<file path="src/include/group1_alias_map.svh">
// offsets, field positions, reset values and sizes of the group 1 alias block
//==============================================================================
`ifndef GROUP1_ALIAS_MAP_SVH
`define GROUP1_ALIAS_MAP_SVH
//==============================================================================
// build options
`define SEC_EXT 1'b1
`define MULTI_CPU 1'b1
//==============================================================================
// register offsets
`define OFF_CONTROL 8'h00
`define OFF_ACK 8'h04
`define OFF_EOI 8'h08
`define OFF_HIGHEST 8'h0c
`define OFF_LAST_ACK 8'h10
`define OFF_APR_PAGE 4'h2
`define OFF_NSAPR_PAGE 4'h3
//==============================================================================
// fields and values
`define CTL_ACK_CTL 0
`define CTL_EOI_MODE_S 1
`define CTL_EOI_MODE_NS 2
`define CTL_RESET 3'h0
`define SPURIOUS_ID 10'h3ff
`define SGI_LIMIT 10'h010
`define AP_REGS 4
`define AP_NS_BASE 2'h2
`define AP_NS_REGS 2'h2
`endif

</file>
<file path="src/include/group1_alias_pkg.sv">
// types shared by the group 1 alias block
package group1_alias_pkg;
  typedef struct packed {
    logic valid;
    logic group1;
    logic active;
    logic [7:0] prio;
    logic [2:0] srcCpu;
    logic [9:0] id;
  } pending_t;
  typedef struct packed {
    logic [2:0] cpu;
    logic [9:0] id;
  } intref_t;
endpackage

</file>
<file path="src/group1_alias_cpu_if.sv">
// group 1 aliased acknowledge, end-of-interrupt, highest pending and active priorities
//
// Design decisions made here: the placing of the registers and the address-and-strobe port.
`timescale 1ns/1ps
`include "group1_alias_map.svh"
module group1_alias_cpu_if (
  // clock and reset
  input wire logic clk,
  input wire logic rst_n,
  // register port
  input wire logic [7:0] regAddr,
  input wire logic [31:0] regWdata,
  input wire logic regWrite,
  input wire logic regRead,
  input wire logic regSecure,
  output logic [31:0] regRdata,
  // highest pending from prioritisation
  input group1_alias_pkg::pending_t pend,
  // acknowledge to distributor
  output logic ackStrobe,
  output group1_alias_pkg::intref_t ackRef,
  // end of interrupt to distributor
  output logic dropStrobe,
  output logic deactStrobe,
  output group1_alias_pkg::intref_t eoiRef
);

  //==========================================================================
  // access decode
  logic secOk;
  logic nsView;
  logic ackRead;
  logic eoiWrite;
  logic ctlWrite;
  logic aprWrite;
  logic nsaprWrite;
  logic [1:0] wordIdx;
  logic [1:0] nsWordIdx;

  assign secOk = !`SEC_EXT || regSecure;
  assign nsView = `SEC_EXT && !regSecure;
  assign ackRead = regRead && (regAddr == `OFF_ACK) && secOk;
  assign eoiWrite = regWrite && (regAddr == `OFF_EOI) && secOk;
  assign ctlWrite = regWrite && (regAddr == `OFF_CONTROL);
  assign aprWrite = regWrite && (regAddr[7:4] == `OFF_APR_PAGE);
  assign nsaprWrite = regWrite && (regAddr[7:4] == `OFF_NSAPR_PAGE) && secOk;
  assign wordIdx = regAddr[3:2];
  assign nsWordIdx = 2'(wordIdx + `AP_NS_BASE);

  //==========================================================================
  // control bits
  logic [2:0] ctl_q;
  logic eoiMode;

  always_ff @(posedge clk or negedge rst_n) begin
    if (!rst_n) begin
      ctl_q <= `CTL_RESET;
    end else if (ctlWrite && secOk) begin
      ctl_q <= regWdata[2:0];
    end else if (ctlWrite) begin
      // non-secure may only touch its own mode bit
      ctl_q[`CTL_EOI_MODE_NS] <= regWdata[`CTL_EOI_MODE_NS];
    end
  end

  assign eoiMode = `SEC_EXT ? ctl_q[`CTL_EOI_MODE_S] : ctl_q[`CTL_EOI_MODE_NS];

  //==========================================================================
  // highest pending group 1 interrupt
  logic hpGrp1;
  group1_alias_pkg::intref_t hpRef;

  assign hpGrp1 = pend.valid && pend.group1 && !pend.active;

  always_comb begin
    hpRef.id = `SPURIOUS_ID;
    hpRef.cpu = 3'h0;
    if (hpGrp1) begin
      hpRef.id = pend.id;
      if (`MULTI_CPU && (pend.id < `SGI_LIMIT)) begin
        hpRef.cpu = pend.srcCpu;
      end
    end
  end

  //==========================================================================
  // acknowledge
  logic ackTake;
  group1_alias_pkg::intref_t lastAck_q;

  assign ackTake = ackRead && hpGrp1;

  always_ff @(posedge clk or negedge rst_n) begin
    if (!rst_n) begin
      ackStrobe <= 1'b0;
      ackRef <= '0;
    end else begin
      ackStrobe <= ackTake;
      if (ackTake) begin
        ackRef <= hpRef;
      end
    end
  end

  always_ff @(posedge clk or negedge rst_n) begin
    if (!rst_n) begin
      lastAck_q <= '0;
    end else if (ackTake) begin
      lastAck_q <= hpRef;
    end
  end

  //==========================================================================
  // end of interrupt
  logic eoiTake;
  group1_alias_pkg::intref_t eoiIn;

  assign eoiIn.cpu = regWdata[12:10];
  assign eoiIn.id = regWdata[9:0];
  assign eoiTake = eoiWrite && (eoiIn.id != `SPURIOUS_ID);

  always_ff @(posedge clk or negedge rst_n) begin
    if (!rst_n) begin
      dropStrobe <= 1'b0;
      deactStrobe <= 1'b0;
      eoiRef <= '0;
    end else begin
      dropStrobe <= eoiTake;
      deactStrobe <= eoiTake && !eoiMode;
      if (eoiTake) begin
        eoiRef <= eoiIn;
      end
    end
  end

  //==========================================================================
  // active priorities storage
  logic [31:0] grp0Apr_q [`AP_REGS];
  logic [31:0] grp1Apr_q [`AP_REGS];
  logic [127:0] grp1Flat;
  logic [6:0] ackLevel;
  logic dropFound;
  logic [6:0] dropLevel;

  assign ackLevel = pend.prio[7:1];

  // highest priority active level is the lowest set bit
  function automatic logic [7:0] lowestSet(input logic [127:0] v);
    logic [7:0] r;
    r = 8'h00;
    for (int i = 127; i >= 0; i--) begin
      if (v[i]) begin
        r = {1'b1, 7'(i)};
      end
    end
    return r;
  endfunction

  assign {dropFound, dropLevel} = lowestSet(grp1Flat);

  genvar n;
  generate
    for (n = 0; n < `AP_REGS; n++) begin : g_word
      logic g0Wr;
      logic g1Wr;
      logic setHit;
      logic clrHit;

      assign g0Wr = aprWrite && !nsView && (wordIdx == 2'(n));
      assign g1Wr = (nsaprWrite && (wordIdx == 2'(n))) ||
        (aprWrite && nsView && (wordIdx < `AP_NS_REGS) && (nsWordIdx == 2'(n)));
      assign setHit = ackTake && (ackLevel[6:5] == 2'(n));
      assign clrHit = eoiTake && dropFound && (dropLevel[6:5] == 2'(n));
      assign grp1Flat[n*32 +: 32] = grp1Apr_q[n];

      always_ff @(posedge clk or negedge rst_n) begin
        if (!rst_n) begin
          grp0Apr_q[n] <= 32'h0;
        end else if (g0Wr) begin
          grp0Apr_q[n] <= regWdata;
        end
      end

      always_ff @(posedge clk or negedge rst_n) begin
        if (!rst_n) begin
          grp1Apr_q[n] <= 32'h0;
        end else if (g1Wr) begin
          grp1Apr_q[n] <= regWdata;
        end else if (setHit) begin
          grp1Apr_q[n][ackLevel[4:0]] <= 1'b1;
        end else if (clrHit) begin
          grp1Apr_q[n][dropLevel[4:0]] <= 1'b0;
        end
      end
    end
  endgenerate

  //==========================================================================
  // read data
  logic [31:0] rdNext;

  always_comb begin
    rdNext = 32'h0;
    case (regAddr[7:4])
      4'h0: begin
        case (regAddr)
          `OFF_CONTROL: begin
            if (secOk) begin
              rdNext = {29'h0, ctl_q};
            end else begin
              rdNext = {29'h0, ctl_q[`CTL_EOI_MODE_NS], 2'h0};
            end
          end
          `OFF_ACK: begin
            if (secOk) begin
              rdNext = {19'h0, hpRef};
            end
          end
          `OFF_HIGHEST: begin
            if (secOk) begin
              rdNext = {19'h0, hpRef};
            end
          end
          default: begin
            rdNext = 32'h0;
          end
        endcase
      end
      4'h1: begin
        if (regAddr == `OFF_LAST_ACK) begin
          rdNext = {19'h0, lastAck_q};
        end
      end
      `OFF_APR_PAGE: begin
        if (!nsView) begin
          rdNext = grp0Apr_q[wordIdx];
        end else if (wordIdx < `AP_NS_REGS) begin
          rdNext = grp1Apr_q[nsWordIdx];
        end
      end
      `OFF_NSAPR_PAGE: begin
        if (secOk) begin
          rdNext = grp1Apr_q[wordIdx];
        end
      end
      default: begin
        rdNext = 32'h0;
      end
    endcase
  end

  always_ff @(posedge clk or negedge rst_n) begin
    if (!rst_n) begin
      regRdata <= 32'h0;
    end else if (regRead) begin
      regRdata <= rdNext;
    end else begin
      regRdata <= 32'h0;
    end
  end

endmodule // group1_alias_cpu_if

</file>
<file path="config.mk">
export PLATFORM = sky130hd
export DESIGN_NAME = group1_alias_cpu_if
export DESIGN_NICKNAME = d
export VERILOG_FILES = /design/src/include/group1_alias_pkg.sv /design/src/group1_alias_cpu_if.sv
export VERILOG_INCLUDE_DIRS = /design/src /design/src/include
export SDC_FILE = /design/constraint.sdc
export NUM_CORES = 1
export LEC_CHECK = 0
export BUFFER_PORTS_ARGS = -buffer_cell sky130_fd_sc_hd__buf_2
export CORE_ASPECT_RATIO = 0.9
export CORE_MARGIN = 3
export CORE_UTILIZATION = 35
export CTS_BUF_LIST = sky130_fd_sc_hd__clkbuf_4
export DETAILED_ROUTE_END_ITERATION = 8
export PLACE_DENSITY = 0.6
export SYNTH_ARGS = -nofsm -noshare
export SYNTH_HDL_FRONTEND = slang
export SYNTH_SLANG_ARGS = --single-unit
export TNS_END_PERCENT = 5
</file>
<file path="constraint.sdc">
create_clock -name clk -period 3.3 [get_ports clk]
set_input_delay 0.165 -clock clk [delete_from_list [all_inputs] [get_ports clk]]
set_output_delay 0.165 -clock clk [all_outputs]
set_load 0.02 [all_outputs]
</file>
=== After elaboration in Yosys (flattened, before gate mapping) ===
Index checks and enable logic that the tools add are counted.
Widths: inputs -> output; s select.

* Register bits after elaboration: 320
* Output and inout bits: 61
* Input bits: 69
* Word-level logic and storage cells: 283

* $add $sub $neg: 1
* Reductions and logical operators: 59
* Bitwise logic cells: 11
* Multiplexer cells: 166
* Order comparisons: 8
* Equality and inequality tests: 20

{| class="wikitable"
|+ Operators with widths
! cell !! count
|-
| $mux 8 || 128
|-
| $mux 32 || 22
|-
| $bmux 32 s2 || 3
|-
| $and 32x32->32 || 4
|-
| $or 32x32->32 || 4
|-
| $pmux 32 s4 || 1
|-
| $logic_and 1x1->1 || 40
|-
| $mux 13 || 3
|-
| $not 32->32 || 1
|-
| $pmux 13 s2 || 1
|-
| $eq 2x2->1 const B || 8
|-
| $eq 8x4->1 const B || 2
|-
| $lt 5x6->1 const B || 2
|-
| $reduce_bool 3->1 || 4
|-
| $demux 1 s5 || 2
|-
| $ge 5x1->1 const B || 2
|-
| $lt 10x5->1 const B || 1
|-
| $ne 10x10->1 const B || 1
|-
| $eq 2x1->1 const B || 4
|-
| $eq 4x2->1 const B || 2
|-
| $eq 8x3->1 const B || 1
|-
| $eq 8x5->1 const B || 1
|-
| $logic_not 2->1 || 4
|-
| $logic_not 8->1 || 1
|-
| other kinds (13) || 23
|}

=== Logic depth before layout (Yosys ltp) ===
* Depth after elaboration: 137
* Depth in mapped cells: 12
* Mapped depth without buffers: 9

=== Worst setup path before layout ===
No wires, ideal clock.

* Path type: register -> register
* Start point: reg grp1Apr_q[17] (netlist name)
* End point: reg grp1Apr_q[9] (netlist name)
* Slack: 0.560 ns
* Data required time: 3.165 ns
* Library setup time: 0.135 ns
* Buffers on the path: 1
* Stages on the path, launching flop included: 11
* Period minus slack after synthesis: 2.740 ns
* Arrival: 2.605 ns
* Path through: dfrtp_1 -> buf_2 -> or4_1 -> a211oi_1 -> o211ai_1 -> a221o_2 -> a31o_4 -> nor2_4 -> nand2_2 -> a2111oi_2 -> a21oi_1

* Longest elaborated chain between the ends: 123
* Elaborated cells between the ends (all ways): 128
* Those cells by class: order compare (2); eq/ne (1); mux (119); bitwise (2); reduce/logical (4)

{| class="wikitable"
|+ Ends and longest elaborated chain
! element !! RTL line !! source
|-
| start: declaration || group1_alias_cpu_if.sv:139 || <nowiki>logic [31:0] grp1Apr_q [`AP_REGS];</nowiki>
|-
| start signal: indexed assignment || group1_alias_cpu_if.sv:188 || <nowiki>grp1Apr_q[n] <= regWdata;</nowiki>
|-
| $mux 8 (*) (114 in series) || group1_alias_cpu_if.sv:152 || <nowiki>if (v[i]) begin</nowiki>
|-
| $lt 5x6->1 (not written as such) / $ge 5x1->1 (equally long branches) || group1_alias_cpu_if.sv:192 || <nowiki>grp1Apr_q[n][dropLevel[4:0]] <= 1'b0;</nowiki>
|-
| $logic_and 1x1->1 (not written as such) || group1_alias_cpu_if.sv:192 ||
|-
| $mux 1 (not written as such) || group1_alias_cpu_if.sv:192 ||
|-
| $demux 1 s5 || group1_alias_cpu_if.sv:192 ||
|-
| $not 32->32 (no line) || n/a ||
|-
| $and 32x32->32 (no line) || n/a ||
|-
| $mux 32 || group1_alias_cpu_if.sv:191 || <nowiki>end else if (clrHit) begin</nowiki>
|-
| $mux 32 || group1_alias_cpu_if.sv:189 || <nowiki>end else if (setHit) begin</nowiki>
|-
| $mux 32 || group1_alias_cpu_if.sv:187 || <nowiki>end else if (g1Wr) begin</nowiki>
|}

Mark *: on every way between the ends. The rest lies on a longest branch, timed or not. The select of a mux whose other input is x is not followed.
A chain may end at the register's enable or synchronous reset.

=== Worst setup path after layout ===
* Start point: reg grp1Apr_q[83] (netlist name)
* End point: reg grp1Apr_q[95] (netlist name)

* Longest elaborated chain between the ends: 61
* Elaborated cells between the ends (all ways): 66
* Those cells by class: order compare (2); eq/ne (1); mux (57); bitwise (2); reduce/logical (4)

{| class="wikitable"
|+ Ends and longest elaborated chain
! element !! RTL line
|-
| $mux 8 (*) (52 in series) || group1_alias_cpu_if.sv:152
|-
| $lt 5x6->1 (not written as such) / $ge 5x1->1 (equally long branches) || group1_alias_cpu_if.sv:192
|-
| $logic_and 1x1->1 (not written as such) || group1_alias_cpu_if.sv:192
|-
| $mux 1 (not written as such) || group1_alias_cpu_if.sv:192
|-
| $demux 1 s5 || group1_alias_cpu_if.sv:192
|-
| $not 32->32 (no line) || n/a
|-
| $and 32x32->32 (no line) || n/a
|-
| $mux 32 || group1_alias_cpu_if.sv:191
|-
| $mux 32 || group1_alias_cpu_if.sv:189
|-
| $mux 32 || group1_alias_cpu_if.sv:187
|}

Marks and branches as above.

==> metrics.cfg <==
[status]
status=complete, no violations

[drt]
vias_per_cell=6.27
ant_nets=0
avgRoutedWirePerCell_um=28.7
wirelength_um=88300
drtPass1Iterations=7
drt_iter0_drc=2607
drc_errors=0
num_vias=19308

[hold_path]
hold_start=pend[2]
hold_class=primary input to flop
holdPathStages=4
holdPathEnd=lastAck_q[2]

[floorplan]
rows=79
ioPinCount=130
chipHeight_um=225
dieArea_mm2=0.0562
die_w_um=250
core_mm2=0.0522
start_util=0.358

[critical_path]
r2r_cells=10
crit_arrival_ns=3.99
path_max_fanout=6
rr_endpoint=grp1Apr_q[95]
crit_required_ns=4.03
path_class=flop to flop
rr_startpoint=grp1Apr_q[83]
cp-end-kind=flop
reg2reg_slack_ns=0.04
start_kind=flop

[synth]
avgSynthCellArea_um2=10.1
synthTopCellsByArea=dfrtp_1 43%, mux2_2 9.8%, mux4_2 7.7%
syn_inst=1854
async_reset_ff_frac=1.00
yosysMostFrequentCell=dfrtp_1
netlist_top_cells_count=320 x dfrtp_1, 206 x a21oi_1, 194 x nor2_1, 163 x mux2_2, 127 x nand2_1
ys.flop_type=dfrtp_1
synth_edf_count=0
syn_nets=1923
ys_seq_area_frac=0.429
synthesis.area_mm2=0.0187
netlist.top_cell.by_area=dfrtp_1
synth-warning-count=0
netlist.area_leader.share=0.429
synth_seq_cells=320
ys_types=89

[clock_network]
cts_made_buffers=92
clock_path_buffers=3
h-tree-depth=3
clock-sinks=320
root_buffer=clkbuf_4
worstSkewPairLatency_ns=0.90
cts_tree=built
path_clk_slew_ns=0.07

[sta]
rsz0062_at_grt=yes
period_needed_ns=3.26
finalMaxSlewViolations=0
period_share=0.989
fmax_mhz=306
hold_viol_final=0
finalClockSkew_ns=0.0841
tightest_slew_ns=1.13
setup_viol=0
finalSetupTns_ns=0
slew_headroom=0.243

[finish]
utilization=0.462
nets=2386
drive_gt1_frac=0.364
synthToLayoutAreaGrowth_pct=29.0

[flow_run]
cap_violations=0

[grt]
grt_max_degree=82
antenna_found_initial=6
track_usage=0.309
grt_pass1_wl_um=128000
grt_pass1_vias=19115
grt_overflow=0

[power_and_ir_drop]
peakVddDrop_mv=0.267
pwr_density_cell_mw_per_mm2=513
p_leak_nw=10.8

[placed_design]
gp_congestion=1.05
io_buffers=128
dpl.hpwl_um=63600

## state kept, by name, summed over array words and instances (netlist names), 3 cells and up
signal and flops:
eoiRef 13, grp1Apr_q 128, regRdata 32, lastAck_q 13, grp0Apr_q 128, ctl_q 3
## critical path, cell delays in order (launching register included)
cell,delay (ns)
dfrtp_1,0.46
nor4_1,0.37
buf_4,0.23
a21bo_1,0.22
a21o_1,0.17
a221o_1,0.38
a31oi_4,0.45
buf_4,0.21
and3_1,0.23
a211oi_1,0.10
a221o_1,0.28
## stage by stage
stage               instance area [um^2]  power, mW  worst slack, ns  std cells  hold slack [ns]
global placement                   22000       8.37           -0.261       2834            0.222
global route                       24100       12.9         -0.00300       3075           0.0131
detailed placement                 22000       8.40           -0.243       2834            0.243
CTS                                23900       12.2         -0.00518       3066          0.00240
finish                             24100       12.4           0.0363       3077           0.0608
floorplan                          18700       6.41            0.560       1854           -0.131
## worst max-delay path by stage
| stage | from | endpoint | depth (start not counted) |
|---|---|---|---|
| floorplan | grp1Apr_q[17] | grp1Apr_q[9] | 10 |
| global placement | grp1Apr_q[30] | grp1Apr_q[99] | 9 |
| detailed placement | grp1Apr_q[30] | grp1Apr_q[99] | 9 |
| CTS | grp1Apr_q[115] | grp1Apr_q[71] | 12 |
| global route | grp1Apr_q[115] | grp1Apr_q[29] | 12 |
| finish | grp1Apr_q[83] | grp1Apr_q[95] | 10 |
## power breakdown
part           internal, mW  total (mW)  switching [mW]
combinational          1.73        3.96            2.23
sequential             4.26        4.71           0.444
clock                  1.89        3.71            1.81
## kinds of logic (layout without fill, tap and decap cells)
kind of cell / Yosys count / in the layout / share of synthesized area
simple gates: 591 / 591 / 0.163
compound gates: 540 / 540 / 0.189
flops: 320 / 320 / 0.429
mux: 245 / 245 / 0.185
buf+inv: 158 / 685 / 0.0340
other cells: 0 / 8 / 0
## per-layer routing
metal  up-vias  GRT usage  routed length, um
met3       307     0.0902               9830
met5         -    0.00252                 30
met4         6      0.143               4310
met2      1279      0.451              37800
met1      9677      0.423              36300
li1       8039          -                  -
## layout make-up
class | count | area [um^2]
fillers | 4968 | 28100
multi-input cells | 1376 | 10200
flip-flops and latches | 320 | 8010
repair buffers | 502 | 3770
clock buffers | 124 | 931
well taps | 688 | 861
clock inverters | 34 | 186
inverters | 25 | 93.8
diodes | 8 | 20.0
## layout by cell type, fill, tap and decap left out, types with 32 or more instances in the layout
| cell type | Yosys | routed |
|---|---|---|
| buf_2 | 23 | 125 |
| nor4_1 | 45 | 42 |
| nor3_1 | 42 | 38 |
| dfrtp_1 | 320 | 320 |
| buf_4 | 3 | 292 |
| o31ai_1 | 32 | 32 |
| clkbuf_4 | 0 | 124 |
| mux4_2 | 64 | 64 |
| a22oi_1 | 59 | 59 |
| nor2_1 | 194 | 189 |
| o21ai_0 | 63 | 60 |
| mux2_2 | 163 | 163 |
| nand2_1 | 127 | 127 |
| a31oi_1 | 36 | 36 |
| dlygate4sd3_1 | 0 | 73 |
| a21oi_1 | 206 | 205 |
## repair_timing
item                                    4_1_cts  5_1_grt
buffers inserted                              0        3
pin swaps                                     0        4
gates resized for setup                       7       22
hold buffers                                 74        0
endpoints found under the setup margin       46       79
endpoints found under the hold margin       619        0
Note: power is estimated with default switching activity, not from simulation.
